File: src/cvspc_consts.svh
// Constants for the converter control and status block: offsets, field positions, reset values.
// Assumes inclusion by bare name from the package and the design modules.
//
// What this block does
// - PCM-in DMA enable raises PCM input refill requests; clear gives none; resets zero.
// - Two-bit CVSD format: mu-law, A-law, linear, reserved; resets zero.
// - Companding law bit picks mu-law at 0, A-law at 1.
// - Two-bit resolution shifts linear PCM right 0 to 3 bits, sign extended.
// - Log PCM is expanded left-justified to 13 or 14 bits, then attenuated too.
// - Status is 16-bit read-only, cleared at reset and while module disabled.
// - Nearly-full sets when only three empty locations remain in out FIFO.
// - Nearly-full drives FIFO interrupt and out-FIFO DMA request when enabled.
// - Status read clears nearly-full and nearly-empty even during freeze, unless one sets in the same cycle.
// - PCM service sets on PCM out full or PCM in empty; read clears unless frozen.
// - Underflow sets on converter read of empty in FIFO; error interrupt; read clears unless frozen.
// - Overflow sets on converter write of full out FIFO; error interrupt; read clears unless frozen.
// - In-FIFO level reports seven minus the word count: 111b when empty, 000b at 7 or 8 words.
// - Out-FIFO level reports valid words: 000b when empty, 111b at 7 or 8 words.
// - Nearly-empty sets at three words left; FIFO interrupt and in-FIFO DMA request.
// - Freeze stops in-FIFO drain, out-FIFO fill and PCM output updates.
// - Each CVSD FIFO holds eight 16-bit words.
`ifndef CVSPC_CONSTS_SVH
`define CVSPC_CONSTS_SVH
`define CVSPC_OFS_CVSD_IN 6'h20
`define CVSPC_OFS_CVSD_OUT 6'h22
`define CVSPC_OFS_PCM_IN 6'h24
`define CVSPC_OFS_PCM_OUT 6'h26
`define CVSPC_OFS_CTRL 6'h30
`define CVSPC_OFS_STAT 6'h32
`define CVSPC_CTRL_RESET 16'h0000
`define CVSPC_CTRL_MASK 16'hF9FF
`define CVSPC_CTL_EN 0
`define CVSPC_CTL_CLKEN 1
`define CVSPC_CTL_ERRIE 2
`define CVSPC_CTL_FIFOIE 3
`define CVSPC_CTL_PCMIE 4
`define CVSPC_CTL_CVSD_IN_DMA 5
`define CVSPC_CTL_CVSD_OUT_DMA 6
`define CVSPC_CTL_PCM_OUT_DMA 7
`define CVSPC_CTL_PCM_IN_DMA 8
`define CVSPC_CTL_FMT 12:11
`define CVSPC_CTL_LAW 13
`define CVSPC_CTL_RES 15:14
`define CVSPC_ST_NE 0
`define CVSPC_ST_NF 1
`define CVSPC_ST_PCM 2
`define CVSPC_ST_UDF 3
`define CVSPC_ST_OVF 4
`define CVSPC_ST_INL 7:5
`define CVSPC_ST_OUTL 10:8
`define CVSPC_ST_RSVD 15:11
`define CVSPC_FIFO_DEPTH 8
`define CVSPC_NEAR_GAP 3
`define CVSPC_LVL_SAT 7
`define CVSPC_MU_BIAS 16'h0021
`define CVSPC_A_XOR 8'h55
`endif

File: src/cvspc_pkg.sv
// Types shared by the converter control and status block.
// Assumes cvspc_consts.svh is reachable by bare name.
`include "cvspc_consts.svh"
package cvspc_pkg;
  typedef logic [15:0] cvspc_word_t;
  // Order follows the two-bit field encoding 00, 01, 10, 11
  typedef enum logic [1:0] {CVSPC_FMT_MULAW, CVSPC_FMT_ALAW, CVSPC_FMT_LINEAR, CVSPC_FMT_RSVD} cvspc_fmt_e;
endpackage

File: src/cvspc_fifo.sv
// Flip-flop FIFO for CVSD words, used for the input and output streams.
// Assumes push and pop are already qualified by the parent; overflow and underflow are ignored here.
`include "cvspc_consts.svh"
module cvspc_fifo import cvspc_pkg::*; #(
  parameter int WIDTH = 16,
  parameter int DEPTH = `CVSPC_FIFO_DEPTH,
  parameter int CNT_W = $clog2(DEPTH + 1),
  parameter int PTR_W = $clog2(DEPTH)
) (
  input wire logic i_core_clk,
  input wire logic i_resetn,
  input wire logic i_flush,
  input wire logic i_push,
  input wire logic [WIDTH-1:0] i_data,
  input wire logic i_pop,
  output logic [WIDTH-1:0] o_head,
  output logic [CNT_W-1:0] o_count,
  output logic o_full,
  output logic o_empty
);
  logic [WIDTH-1:0] mem_q [DEPTH];
  logic [PTR_W-1:0] wr_ptr_q, rd_ptr_q;
  logic do_push, do_pop;

  assign o_full = (o_count == CNT_W'(DEPTH));
  assign o_empty = (o_count == '0);
  assign do_push = i_push && !o_full;
  assign do_pop = i_pop && !o_empty;
  assign o_head = mem_q[rd_ptr_q];

  // Storage has no reset: contents are never visible before the first push
  always_ff @(posedge i_core_clk) begin
    if (do_push) begin
      mem_q[wr_ptr_q] <= i_data;
    end
  end

  always_ff @(posedge i_core_clk or negedge i_resetn) begin
    if (!i_resetn) begin
      wr_ptr_q <= '0;
      rd_ptr_q <= '0;
      o_count <= '0;
    end else if (i_flush) begin
      wr_ptr_q <= '0;
      rd_ptr_q <= '0;
      o_count <= '0;
    end else begin
      if (do_push) begin
        wr_ptr_q <= (wr_ptr_q == PTR_W'(DEPTH - 1)) ? '0 : wr_ptr_q + 1'b1;
      end
      if (do_pop) begin
        rd_ptr_q <= (rd_ptr_q == PTR_W'(DEPTH - 1)) ? '0 : rd_ptr_q + 1'b1;
      end
      o_count <= o_count + CNT_W'(do_push) - CNT_W'(do_pop);
    end
  end
endmodule

File: src/cvspc_atten.sv
// Expands log PCM and attenuates PCM words headed for the CVSD encoder.
// Assumes log samples sit in bits 7:0 of the input word; purely combinational.
`include "cvspc_consts.svh"
module cvspc_atten import cvspc_pkg::*; (
  input wire logic [15:0] i_pcm,
  input wire logic [1:0] i_fmt,
  input wire logic [1:0] i_res,
  output logic [15:0] o_pcm
);
  // Mu-law to left-justified 14-bit linear, two low bits zero
  function automatic logic [15:0] mu_expand(input logic [7:0] b);
    logic [7:0] u;
    logic [15:0] mag;
    u = ~b;
    mag = ((16'({u[3:0], 1'b0}) + `CVSPC_MU_BIAS) << u[6:4]) - `CVSPC_MU_BIAS;
    mu_expand = (u[7] ? (16'h0000 - mag) : mag) << 2;
  endfunction

  // A-law to left-justified 13-bit linear, three low bits zero
  function automatic logic [15:0] a_expand(input logic [7:0] b);
    logic [7:0] a;
    logic [15:0] mag;
    a = b ^ `CVSPC_A_XOR;
    mag = (a[6:4] == 3'h0) ? 16'({a[3:0], 1'b1}) : (16'({1'b1, a[3:0], 1'b1}) << (a[6:4] - 3'h1));
    a_expand = (a[7] ? mag : (16'h0000 - mag)) << 3;
  endfunction

  logic [15:0] lin;
  always_comb begin
    case (cvspc_fmt_e'(i_fmt))
      CVSPC_FMT_MULAW: lin = mu_expand(i_pcm[7:0]);
      CVSPC_FMT_ALAW: lin = a_expand(i_pcm[7:0]);
      default: lin = i_pcm;
    endcase
  end

  // Shift applies after expansion so log and linear inputs scale alike
  assign o_pcm = 16'($signed(lin) >>> i_res);
endmodule

File: src/cvspc_top.sv
// Control and status for the CVSD/PCM converter: control and status registers, CVSD FIFOs,
// PCM data registers, service flags, interrupt and DMA request levels.
// Assumes a single-cycle peripheral bus with one-hot read/write strobes and an external converter core.
`include "cvspc_consts.svh"
module cvspc_top import cvspc_pkg::*; #(
  parameter int FIFO_DEPTH = `CVSPC_FIFO_DEPTH
) (
  input wire logic i_core_clk,
  input wire logic i_resetn,
  input wire logic [5:0] i_addr,
  input wire logic i_wr,
  input wire logic i_rd,
  input wire logic [15:0] i_wdata,
  output logic [15:0] o_rdata,
  input wire logic i_freeze,
  input wire logic i_conv_in_pop,
  output logic [15:0] o_conv_in_data,
  input wire logic i_conv_out_push,
  input wire logic [15:0] i_conv_out_data,
  input wire logic i_conv_pcm_out_wr,
  input wire logic [15:0] i_conv_pcm_out_data,
  input wire logic i_conv_pcm_in_rd,
  output logic [15:0] o_conv_pcm_in_data,
  output logic o_conv_clk_en,
  output logic [1:0] o_cvsd_format_sel,
  output logic o_companding_law_sel,
  output logic o_fifo_irq,
  output logic o_err_irq,
  output logic o_pcm_irq,
  output logic o_dma_req_cvsd_in,
  output logic o_dma_req_cvsd_out,
  output logic o_dma_req_pcm_in,
  output logic o_dma_req_pcm_out
);
  localparam int CNT_W = $clog2(FIFO_DEPTH + 1);
  localparam logic [CNT_W-1:0] NF_TH = CNT_W'(FIFO_DEPTH - `CVSPC_NEAR_GAP);
  localparam logic [CNT_W-1:0] NE_TH = CNT_W'(`CVSPC_NEAR_GAP);

  // Saturating level fields: counts of 7 and 8 share one code
  function automatic logic [2:0] out_level(input logic [CNT_W-1:0] cnt);
    out_level = (cnt >= CNT_W'(`CVSPC_LVL_SAT)) ? 3'(`CVSPC_LVL_SAT) : 3'(cnt);
  endfunction

  function automatic logic [2:0] in_level(input logic [CNT_W-1:0] cnt);
    in_level = (cnt >= CNT_W'(`CVSPC_LVL_SAT)) ? 3'h0 : 3'(CNT_W'(`CVSPC_LVL_SAT) - cnt);
  endfunction

  ////////////////////////////////////////////////////////////////////////////////////////////
  // Bus decode and control register

  cvspc_word_t converter_control_q;
  logic module_enable;
  logic wr_ctrl, wr_cvsd_in, wr_pcm_in, rd_cvsd_out, rd_pcm_out, rd_stat;

  assign module_enable = converter_control_q[`CVSPC_CTL_EN];
  assign wr_ctrl = i_wr && (i_addr == `CVSPC_OFS_CTRL);
  // Data registers are reachable only while the module is enabled
  assign wr_cvsd_in = i_wr && module_enable && (i_addr == `CVSPC_OFS_CVSD_IN);
  assign wr_pcm_in = i_wr && module_enable && (i_addr == `CVSPC_OFS_PCM_IN);
  assign rd_cvsd_out = i_rd && module_enable && (i_addr == `CVSPC_OFS_CVSD_OUT);
  assign rd_pcm_out = i_rd && module_enable && (i_addr == `CVSPC_OFS_PCM_OUT);
  assign rd_stat = i_rd && (i_addr == `CVSPC_OFS_STAT);

  always_ff @(posedge i_core_clk or negedge i_resetn) begin
    if (!i_resetn) begin
      converter_control_q <= `CVSPC_CTRL_RESET;
    end else if (wr_ctrl) begin
      converter_control_q <= i_wdata & `CVSPC_CTRL_MASK;
    end
  end

  assign o_conv_clk_en = converter_control_q[`CVSPC_CTL_CLKEN];
  assign o_cvsd_format_sel = converter_control_q[`CVSPC_CTL_FMT];
  assign o_companding_law_sel = converter_control_q[`CVSPC_CTL_LAW];

  ////////////////////////////////////////////////////////////////////////////////////////////
  // CVSD FIFOs

  logic [CNT_W-1:0] in_cnt, out_cnt, in_cnt_prev_q, out_cnt_prev_q;
  logic in_full, in_empty, out_full, out_empty;
  logic in_pop_acc, out_push_acc;
  cvspc_word_t in_head, out_head;

  // Freeze stalls the converter side only; the bus still moves data
  assign in_pop_acc = i_conv_in_pop && module_enable && !i_freeze;
  assign out_push_acc = i_conv_out_push && module_enable && !i_freeze;

  cvspc_fifo #(.WIDTH(16), .DEPTH(FIFO_DEPTH)) u_in_fifo (
    .i_core_clk(i_core_clk),
    .i_resetn(i_resetn),
    .i_flush(!module_enable),
    .i_push(wr_cvsd_in),
    .i_data(i_wdata),
    .i_pop(in_pop_acc),
    .o_head(in_head),
    .o_count(in_cnt),
    .o_full(in_full),
    .o_empty(in_empty)
  );

  cvspc_fifo #(.WIDTH(16), .DEPTH(FIFO_DEPTH)) u_out_fifo (
    .i_core_clk(i_core_clk),
    .i_resetn(i_resetn),
    .i_flush(!module_enable),
    .i_push(out_push_acc),
    .i_data(i_conv_out_data),
    .i_pop(rd_cvsd_out),
    .o_head(out_head),
    .o_count(out_cnt),
    .o_full(out_full),
    .o_empty(out_empty)
  );

  always_ff @(posedge i_core_clk or negedge i_resetn) begin
    if (!i_resetn) begin
      o_conv_in_data <= 16'h0000;
    end else if (in_pop_acc && !in_empty) begin
      o_conv_in_data <= in_head;
    end
  end

  always_ff @(posedge i_core_clk or negedge i_resetn) begin
    if (!i_resetn) begin
      in_cnt_prev_q <= '0;
      out_cnt_prev_q <= '0;
    end else begin
      in_cnt_prev_q <= in_cnt;
      out_cnt_prev_q <= out_cnt;
    end
  end

  ////////////////////////////////////////////////////////////////////////////////////////////
  // PCM data registers

  cvspc_word_t pcm_input_reg_q, pcm_output_reg_q, pcm_atten;
  logic pcm_in_empty_q, pcm_out_full_q, pcm_out_upd;

  assign pcm_out_upd = i_conv_pcm_out_wr && module_enable && !i_freeze;

  cvspc_atten u_atten (
    .i_pcm(pcm_input_reg_q),
    .i_fmt(converter_control_q[`CVSPC_CTL_FMT]),
    .i_res(converter_control_q[`CVSPC_CTL_RES]),
    .o_pcm(pcm_atten)
  );

  always_ff @(posedge i_core_clk or negedge i_resetn) begin
    if (!i_resetn) begin
      pcm_input_reg_q <= 16'h0000;
      o_conv_pcm_in_data <= 16'h0000;
    end else begin
      if (wr_pcm_in) begin
        pcm_input_reg_q <= i_wdata;
      end
      if (i_conv_pcm_in_rd) begin
        o_conv_pcm_in_data <= pcm_atten;
      end
    end
  end

  always_ff @(posedge i_core_clk or negedge i_resetn) begin
    if (!i_resetn) begin
      pcm_in_empty_q <= 1'b0;
    end else if (!module_enable) begin
      pcm_in_empty_q <= 1'b0;
    end else if (i_conv_pcm_in_rd) begin
      pcm_in_empty_q <= 1'b1;
    end else if (wr_pcm_in) begin
      pcm_in_empty_q <= 1'b0;
    end
  end

  always_ff @(posedge i_core_clk or negedge i_resetn) begin
    if (!i_resetn) begin
      pcm_output_reg_q <= 16'h0000;
      pcm_out_full_q <= 1'b0;
    end else if (!module_enable) begin
      pcm_out_full_q <= 1'b0;
    end else if (pcm_out_upd) begin
      pcm_output_reg_q <= i_conv_pcm_out_data;
      pcm_out_full_q <= 1'b1;
    end else if (rd_pcm_out) begin
      pcm_out_full_q <= 1'b0;
    end
  end

  ////////////////////////////////////////////////////////////////////////////////////////////
  // Status flags: hardware set wins over a clearing read in the same cycle

  logic nf_q, ne_q, pcm_q, udf_q, ovf_q;
  logic nf_set, ne_set, pcm_set, udf_set, ovf_set, sticky_clr, flag_clr;
  cvspc_word_t status_word;

  // Clearing on the disabling write itself keeps flags, interrupts and CVSD DMA requests from outliving the enable
  assign flag_clr = !module_enable || (wr_ctrl && !i_wdata[`CVSPC_CTL_EN]);

  assign nf_set = (out_cnt == NF_TH) && (out_cnt_prev_q != NF_TH);
  assign ne_set = (in_cnt == NE_TH) && (in_cnt_prev_q != NE_TH);
  assign pcm_set = pcm_out_upd || i_conv_pcm_in_rd;
  assign udf_set = in_pop_acc && in_empty;
  assign ovf_set = out_push_acc && out_full;
  assign sticky_clr = rd_stat && !i_freeze;

  always_ff @(posedge i_core_clk or negedge i_resetn) begin
    if (!i_resetn) begin
      nf_q <= 1'b0;
      ne_q <= 1'b0;
    end else if (flag_clr) begin
      nf_q <= 1'b0;
      ne_q <= 1'b0;
    end else begin
      nf_q <= nf_set || (nf_q && !rd_stat);
      ne_q <= ne_set || (ne_q && !rd_stat);
    end
  end

  always_ff @(posedge i_core_clk or negedge i_resetn) begin
    if (!i_resetn) begin
      pcm_q <= 1'b0;
      udf_q <= 1'b0;
      ovf_q <= 1'b0;
    end else if (flag_clr) begin
      pcm_q <= 1'b0;
      udf_q <= 1'b0;
      ovf_q <= 1'b0;
    end else begin
      pcm_q <= pcm_set || (pcm_q && !sticky_clr);
      udf_q <= udf_set || (udf_q && !sticky_clr);
      ovf_q <= ovf_set || (ovf_q && !sticky_clr);
    end
  end

  always_comb begin
    status_word = 16'h0000;
    if (module_enable) begin
      status_word[`CVSPC_ST_NE] = ne_q;
      status_word[`CVSPC_ST_NF] = nf_q;
      status_word[`CVSPC_ST_PCM] = pcm_q;
      status_word[`CVSPC_ST_UDF] = udf_q;
      status_word[`CVSPC_ST_OVF] = ovf_q;
      status_word[`CVSPC_ST_INL] = in_level(in_cnt);
      status_word[`CVSPC_ST_OUTL] = out_level(out_cnt);
    end
  end

  ////////////////////////////////////////////////////////////////////////////////////////////
  // Read data: captured at the strobe edge, so a status read returns the pre-clear value

  always_ff @(posedge i_core_clk or negedge i_resetn) begin
    if (!i_resetn) begin
      o_rdata <= 16'h0000;
    end else if (i_rd) begin
      case (i_addr)
        `CVSPC_OFS_CTRL: o_rdata <= converter_control_q;
        `CVSPC_OFS_STAT: o_rdata <= status_word;
        `CVSPC_OFS_CVSD_OUT: o_rdata <= (module_enable && !out_empty) ? out_head : 16'h0000;
        `CVSPC_OFS_PCM_OUT: o_rdata <= module_enable ? pcm_output_reg_q : 16'h0000;
        default: o_rdata <= 16'h0000;
      endcase
    end
  end

  ////////////////////////////////////////////////////////////////////////////////////////////
  // Interrupt and DMA request levels

  assign o_fifo_irq = converter_control_q[`CVSPC_CTL_FIFOIE] && (nf_q || ne_q);
  assign o_err_irq = converter_control_q[`CVSPC_CTL_ERRIE] && (udf_q || ovf_q);
  assign o_pcm_irq = converter_control_q[`CVSPC_CTL_PCMIE] && pcm_q;
  assign o_dma_req_cvsd_out = converter_control_q[`CVSPC_CTL_CVSD_OUT_DMA] && nf_q;
  assign o_dma_req_cvsd_in = converter_control_q[`CVSPC_CTL_CVSD_IN_DMA] && ne_q;
  assign o_dma_req_pcm_in = converter_control_q[`CVSPC_CTL_PCM_IN_DMA] && pcm_in_empty_q;
  assign o_dma_req_pcm_out = converter_control_q[`CVSPC_CTL_PCM_OUT_DMA] && pcm_out_full_q;
endmodule

File: config.mk
export PLATFORM = sky130hd
export DESIGN_NAME = cvspc_top
export DESIGN_NICKNAME = d
export VERILOG_FILES = /design/src/cvspc_pkg.sv /design/src/cvspc_fifo.sv /design/src/cvspc_atten.sv /design/src/cvspc_top.sv
export VERILOG_INCLUDE_DIRS = /design/src
export SDC_FILE = /design/constraint.sdc
export NUM_CORES = 1
export LEC_CHECK = 0
export BUFFER_PORTS_ARGS = -buffer_cell sky130_fd_sc_hd__buf_2
export CAP_MARGIN = 20
export CORE_UTILIZATION = 55
export DETAILED_ROUTE_END_ITERATION = 6
export PLACE_DENSITY_LB_ADDON = 0.05
export SLEW_MARGIN = 20
export SYNTH_ARGS = -nofsm -noshare
export SYNTH_HDL_FRONTEND = slang
export SYNTH_SLANG_ARGS = --single-unit
File: constraint.sdc
create_clock -name i_core_clk -period 7.1 [get_ports i_core_clk]
set_clock_uncertainty 0.2 [all_clocks]
set_input_delay 1.42 -clock i_core_clk [delete_from_list [all_inputs] [get_ports i_core_clk]]
set_output_delay 1.42 -clock i_core_clk [all_outputs]
set_load 0.03 [all_outputs]
==> run_results.csv, run 1 <==
group,metric,value,unit
cells_and_area,multi_input_comb_area,0.006186,sq mm
clocking,clock_tree.htree_level_count,2,
floorplanning,fp.dieH,180.6,microns
synthesis,synth_compound_area_frac,0.09326,
floorplanning,i_o_pin_total,122,
cells_and_area,drive_above_1_share,0.2629,
synthesis,synth-xor-area-share,0.01135,
run_status,run_status,"complete, no violations",
worst_setup_path,worstPathBufferInverterCount,2,
worst_setup_path,timing.critical_path.cells,"buf_4, inv_1, ha_1, mux2i_1, a211oi_1, o21ai_1, nand4_1, o211ai_1, o31ai_1, a211o_1, a22oi_1, o221ai_1",
grt,globalRoute.totalOverflow,0,
worst_setup_path,cp_data_arrival_time,4550,ps
place,placement.setup.worst_slack,2695,ps
worst_setup_path,cp-end-kind,"flip-flop",
place,gp_congestion,0.9061,
timing,final-hold-violation-count,0,
worst_setup_path,cp-start-kind,"flip-flop",
worst_setup_path,timing.critical_path.fanout_max,39,
synthesis,synth_area_leaders,"sky130_fd_sc_hd__edfxtp_1, sky130_fd_sc_hd__dfrtp_1, sky130_fd_sc_hd__mux4_2",
route,route.detailed.vias_per_inst,6.063,
floorplanning,core_area,0.03147,sq mm
synthesis,synth_top_family_by_area,"multiplexers",
route,detailroute.via_count,10834,
clocking,cts_hold_buffers_added,0,
timing,timing.final.ws_setup,2723,ps
synthesis,netlist_area,0.01753,sq mm
grt,grt.total_usage,0.2537,
route,wl_per_cell,22.59,microns
route,postRouteAntennaNets,0,
synthesis,synth_area_in_adders,0.02298,
hold_path,holdCritPathClass,"flip-flop to flip-flop",
worst_setup_path,register_to_register_path_setup_slack,2720,ps
synthesis,post_synth.cell_area_avg,14.23,sq um
timing,finalCritPeriodShare,0.6165,
power_and_ir_drop,power.static_leakage,7.502,nW
cells_and_area,area.sequential,0.01092,sq mm
timing,rsz_0062_raised_after_global_routing,"no",
synthesis,synth_enable_flop_cells,256,
timing,timing.final.setup_violations,0,
floorplanning,floorplan.initialDensity,0.5571,
timing,slew_headroom,0.3278,
clocking,cts_post_setup_buffers_inserted,0,
timing,period_minus_slack,4377,ps
route,wl,40370,microns
place,post_dp_cell_area,0.01855,sq mm
clocking,ctsResizeCount,0,
grt,grt_max_degree,88,
grt,number_of_global_route_vias_before_repair,10818,
synthesis,post-synth-top-area-cell,"sky130_fd_sc_hd__edfxtp_1",
synthesis,ys_warn_count,0,
synthesis,simple_gate_portion_of_the_synthesized_area,0.08056,
timing,worst-slew-pin-transition,1005,ps
timing,finalSetupTns,0,ps
synthesis,synth_largest_type_area_fraction,0.4384,
cells_and_area,final_nets,1443,
synthesis,netlist_top_cells_count,"sky130_fd_sc_hd__edfxtp_1, sky130_fd_sc_hd__dfrtp_1, sky130_fd_sc_hd__nor2_1, sky130_fd_sc_hd__a21oi_1, sky130_fd_sc_hd__nand2_1",
clocking,numCtsBuffers,40,
worst_setup_path,cp_data_required_time,7280,ps
worst_setup_path,critical-path-top-delay-family,"compound AO/OA/AOI/OAI gates",
clocking,clkSlewWorstSetupHoldPaths,60,ps
cells_and_area,post-route-cell-area,0.01992,sq mm
synthesis,postSynthRegisterBits,385,
synthesis,netlist_instances,1232,
route,detail_route.drc_violations,0,
grt,grt_first_pass_wirelength,62880,microns
synthesis,synth_cell_type_count,89,
cells_and_area,layout-area-overhead-vs-synth,13.59,%
timing,fmax,228.5,MHz
power_and_ir_drop,power.density_cell_area,256.2,mW/mm^2
run,maxCapViolations,0,
worst_setup_path,path_class,"flip-flop to flip-flop",
synthesis,synth-async-reset-ratio,0.3351,
synthesis,synth_sequential_area_ratio,0.6225,
cells_and_area,nFillCells,2355,
clocking,worst_skew_pair.late_latency,530,ps
timing,slew_viol_final,0,
floorplanning,count_of_standard_cell_rows,65,
clocking,ctsLongestPathBuffers,3,
floorplanning,die_area,0.03260,sq mm
synthesis,synthMostInstantiatedCell,"sky130_fd_sc_hd__edfxtp_1",
clocking,cts_num_sinks,385,
clocking,ctsRootBufferMaster,"sky130_fd_sc_hd__clkbuf_16",
worst_setup_path,critical_path.slowest_cell,"sky130_fd_sc_hd__ha_1",
grt,antenna_found_initial,3,
route,dr.first_iter.drc_count,926,
place,hpwl,26550,microns
synthesis,dominantRegCellSynth,"sky130_fd_sc_hd__edfxtp_1",
route,drt_pre_antenna_iters,7,
worst_setup_path,critPathMaxStageDelay,670,ps
place,io_buffers,121,
clocking,cts_tree,"done",
synthesis,synth_mux_area_frac,0.1429,
synthesis,synth.net_count,1326,
floorplanning,chipWidth,180.6,microns
power_and_ir_drop,worst_ir_drop_vdd,0.2702,mV
-- area by class of cell --
class,count,area share
Tap cell,402,0.02525
Sequential cell,385,0.5482
Antenna cell,4,0.0005025
Inverter,33,0.006219
Timing Repair Buffer,149,0.04127
Multi-Input combinational cell,740,0.3106
Clock buffer,57,0.05961
Clock inverter,17,0.008355
-- cells by family (layout without fill, tap and decap cells) --
kind of cell    Yosys count  count (layout)
compound gates          242             242
simple gates            283             283
fa+ha+maj                31              31
flops                   385             385
xor+xnor                 21              21
other cells               0               4
buf+inv                 107             256
mux                     163             163
-- registers in the layout (all words and copies together) (netlist names), 3 cells and up --
register,cells
o_rdata,16
converter_control_q,14
u_in_fifo.rd_ptr_q,3
u_in_fifo.wr_ptr_q,3
o_conv_pcm_in_data,16
o_conv_in_data,16
u_in_fifo.mem_q,128
u_out_fifo.rd_ptr_q,3
pcm_input_reg_q,16
out_cnt_prev_q,4
pcm_output_reg_q,16
u_out_fifo.o_count,4
u_out_fifo.wr_ptr_q,3
u_out_fifo.mem_q,128
u_in_fifo.o_count,4
in_cnt_prev_q,4
-- metal layers --
metal | part of all wire | global-route usage
met5 | 0 | 0
met4 | 0.026 | 0.08000
met3 | 0.056 | 0.04224
met2 | 0.48 | 0.4113
met1 | 0.43 | 0.3536
-- report_power, final --
group / leakage [nW] / switching, mW / internal, mW
logic: 2.82 / 0.282 / 0.157
clock network: 0.666 / 0.847 / 1.27
registers: 4.01 / 0.0658 / 2.48
-- path summary, 6_finish.rpt --
check,start,to,cells past startpoint
worst max-delay path,pcm_input_reg_q[4],o_conv_pcm_in_data[11],12
worst min-delay path,u_in_fifo.o_count[2],in_cnt_prev_q[2],0
worst max register to register,pcm_input_reg_q[4],o_conv_pcm_in_data[11],12
min in group asynchronous,i_resetn,o_conv_in_data[13],1
max in group asynchronous,i_resetn,u_in_fifo.rd_ptr_q[0],2
worst min register to register,u_in_fifo.o_count[2],in_cnt_prev_q[2],0
-- layout by cell type, fill, tap and decap left out, drive strengths merged, types with 11 or more instances in the layout --
master	n
ha	29
a211oi	12
mux4	64
mux2i	41
mux2	58
inv	31
o21ai	45
nand3	17
xor2	12
clkbuf	57
and2	22
edfxtp	256
buf	149
nor3	13
dfrtp	129
nor2	88
nand2	77
a222oi	11
a21oi	78
clkinv	15
-- metrics by stage --
stage	hold slack (ps)	util	cells	power, mW
floorplan	153.7	-	1232	2.854
global placement	180.3	0.5895	1709	3.017
detailed placement	166.7	0.5895	1709	3.025
CTS	201.6	0.6325	1783	5.144
global route	206.0	0.6327	1785	5.276
finish	199.3	0.6328	1787	5.103
Power figures use the tool's default switching activity.
==> inputs of run 2 (changes only) <==
==> constraint.sdc (replaced) <==
create_clock -name i_core_clk -period 3.6 [get_ports i_core_clk]
set_clock_uncertainty 0.2 [all_clocks]
set_input_delay 0.72 -clock i_core_clk [delete_from_list [all_inputs] [get_ports i_core_clk]]
set_output_delay 0.72 -clock i_core_clk [all_outputs]
set_load 0.03 [all_outputs]
==> run 2 against run 1 <==
The flow now finishes with violations (design-rule violations); die area stayed put; critical path depth is 1 lower; critical path type unchanged; setup slack worse by 2500 ps; first-iteration DRC count is 5.2% lower; cell count is 2.1% higher; non-clock buffer count is 42 higher; global-route usage is 1.1 points higher; sequential power is 98% higher; utilization is 1.1 points higher; clock-buffer cell count is 5 higher; critical endpoint is now o_conv_pcm_in_data[13].
==> run_results.csv, run 2 (synthesis gave the netlist of run 1 again) <==
group,metric,value,unit
power_and_ir_drop,combPwrFrac,0.089,
power_and_ir_drop,swShare,0.2368,
clocking,ctsLongestPathBuffers,3,
floorplanning,fp.dieH,180.6,microns
timing,period_minus_slack,3417,ps
clocking,ctsRootBufferMaster,"sky130_fd_sc_hd__clkbuf_16",
route,wl_per_cell,22.99,microns
hold_path,worst_hold_startpoint,"u_in_fifo.o_count[2]",
grt,grt_first_pass_wirelength,65100,microns
hold_path,timing.hold.worst_path_depth,0,
hold_path,holdCritPathClass,"flip-flop to flip-flop",
worst_setup_path,cp-start-kind,"flip-flop",
power_and_ir_drop,power.density_cell_area,496.2,mW/mm^2
route,detailroute.via_count,11046,
worst_setup_path,worstReg2RegStart,"pcm_input_reg_q[4]",
clocking,worst_skew_pair.late_latency,540,ps
worst_setup_path,cp_data_required_time,3830,ps
route,route.detailed.vias_per_inst,6.053,
timing,final-hold-violation-count,0,
place,gp_congestion,0.9026,
worst_setup_path,cp-end-kind,"flip-flop",
route,wl,41960,microns
cells_and_area,final_cell_mix,"sky130_fd_sc_hd__edfxtp_1, sky130_fd_sc_hd__dfrtp_1, sky130_fd_sc_hd__buf_2, sky130_fd_sc_hd__nor2_1",
worst_setup_path,timing.critical_path.fanout_max,8,
cells_and_area,final_nets,1485,
worst_setup_path,rr_endpoint,"o_conv_pcm_in_data[13]",
place,io_buffers,121,
timing,fmax,292.7,MHz
clocking,cts_tree,"done",
cells_and_area,drive_above_1_share,0.2867,
route,detail_route.drc_violations,4,
cells_and_area,post-route-cell-area,0.02027,sq mm
grt,globalRoute.totalOverflow,0,
route,dr.first_iter.drc_count,878,
power_and_ir_drop,p_sw,2.382,mW
route,drt_pre_antenna_iters,7,
hold_path,timing.hold.worst_endpoint,"in_cnt_prev_q[2]",
floorplanning,i_o_pin_total,122,
worst_setup_path,worst-r2r-cell-count,11,
floorplanning,chipWidth,180.6,microns
place,hpwl,27890,microns
timing,slew_viol_final,0,
route,postRouteAntennaNets,0,
floorplanning,count_of_standard_cell_rows,65,
clocking,clock_tree.htree_level_count,2,
power_and_ir_drop,worst_ir_drop_vdd,0.4450,mV
worst_setup_path,path_class,"flip-flop to flip-flop",
timing,finalCritPeriodShare,0.9491,
timing,slew_headroom,0.4836,
place,post_dp_cell_area,0.01890,sq mm
run_status,run_status,"finished with violations",
power_and_ir_drop,p_seq_frac,0.500,
floorplanning,die_area,0.03260,sq mm
grt,antenna_found_initial,2,
worst_setup_path,register_to_register_path_setup_slack,180,ps
timing,worst-slew-pin-transition,774.6,ps
power_and_ir_drop,power.static_leakage,7.712,nW
clocking,clkSlewWorstSetupHoldPaths,60,ps
power_and_ir_drop,total_power_consumption,10.06,mW
run_status,violations,"design-rule violations",
grt,grt.total_usage,0.2646,
power_and_ir_drop,internal_power,7.678,mW
floorplanning,core_area,0.03147,sq mm
grt,grt_max_degree,66,
floorplanning,floorplan.initialDensity,0.5571,
clocking,cts_num_sinks,385,
cells_and_area,antenna-diode-count,0,
cells_and_area,layout-area-overhead-vs-synth,15.62,%
clocking,numCtsBuffers,40,
power_and_ir_drop,pwr-share-clk,0.411,
grt,number_of_global_route_vias_before_repair,10995,
run,maxCapViolations,0,
worst_setup_path,cp_data_arrival_time,3650,ps
cells_and_area,reg.largest.list,"u_in_fifo.mem_q x128, u_out_fifo.mem_q x128",
cells_and_area,leading_cell_type_in_the_layout_fill_and_taps_excluded,"sky130_fd_sc_hd__edfxtp_1",
timing,timing.final.setup_violations,0,
==> run 2: worst max path at each step <==
stage / from / endpoint / slack (ps) / cells past startpoint
after detailed placement: pcm_input_reg_q[4] / o_conv_pcm_in_data[10] / 80 / 12
after floorplan: i_addr[4] / u_in_fifo.mem_q[2][0] / -40 / 5
after global placement: pcm_input_reg_q[4] / o_conv_pcm_in_data[10] / 160 / 12
after CTS: pcm_input_reg_q[4] / o_conv_pcm_in_data[10] / 90 / 12
final: pcm_input_reg_q[4] / o_conv_pcm_in_data[13] / 180 / 11
after global routing: pcm_input_reg_q[4] / o_conv_pcm_in_data[11] / -7 / 11
==> run 2: power by group through the flow <==
stage               Combinational [mW]  Sequential, mW  Clock [mW]
floorplan                        0.473            5.16           0
global placement                 0.875            5.11           0
detailed placement               0.889            5.11           0
CTS                              0.893            5.02        4.23
global route                     0.971            5.04        4.39
finish                           0.895            5.03        4.14
==> run 2: final cells by class <==
cell class,count,area (sq um)
Multi-Input combinational cell,740,6232
Clock inverter,12,167.7
Timing Repair Buffer,191,1165
Tap cell,402,503.0
Inverter,33,123.9
Clock buffer,62,1164
Sequential cell,385,10920
Fill cell,2380,11200
==> run 2: timing repair <==
item,4_1_cts,5_1_grt
setup buffers,0,0
resized for setup,0,6
endpoints found under the setup margin,0,5
endpoints found under the hold margin,2,0
hold buffers,1,0
==> run 2: critical path, cell delays in order (launching register included) <==
cell	delay, ps
sky130_fd_sc_hd__dfrtp_1	440
sky130_fd_sc_hd__inv_1	90
sky130_fd_sc_hd__ha_2	370
sky130_fd_sc_hd__or3_4	370
sky130_fd_sc_hd__a41oi_4	240
sky130_fd_sc_hd__and2_4	210
sky130_fd_sc_hd__a21oi_1	60
sky130_fd_sc_hd__or4_1	560
sky130_fd_sc_hd__a211o_1	330
sky130_fd_sc_hd__mux2i_1	230
sky130_fd_sc_hd__o21ai_1	90
sky130_fd_sc_hd__o21a_1	120
==> run 2: metrics by stage <==
step                      worst slack (ps)  hold slack, ps  instances  utilization  setup TNS (ps)
after CTS                            87.71           193.4       1825       0.6431               0
after global placement               157.9           165.2       1750       0.6005               0
after global routing                -7.199           196.6       1825       0.6441          -7.199
after detailed placement             76.70           179.0       1750       0.6005               0
after floorplan                     -35.76           153.7       1232            -           -2212
final                                183.2           203.4       1825       0.6441               0
==> run 2: metal layers <==
| metal | track usage | wire length (microns) | part of all wire |
|---|---|---|---|
| met5 | 0 | 23 | 0.00055 |
| met4 | 0.06872 | 792 | 0.019 |
| met3 | 0.03739 | 2131 | 0.051 |
| met2 | 0.4422 | 20760 | 0.49 |
| met1 | 0.3673 | 18260 | 0.44 |
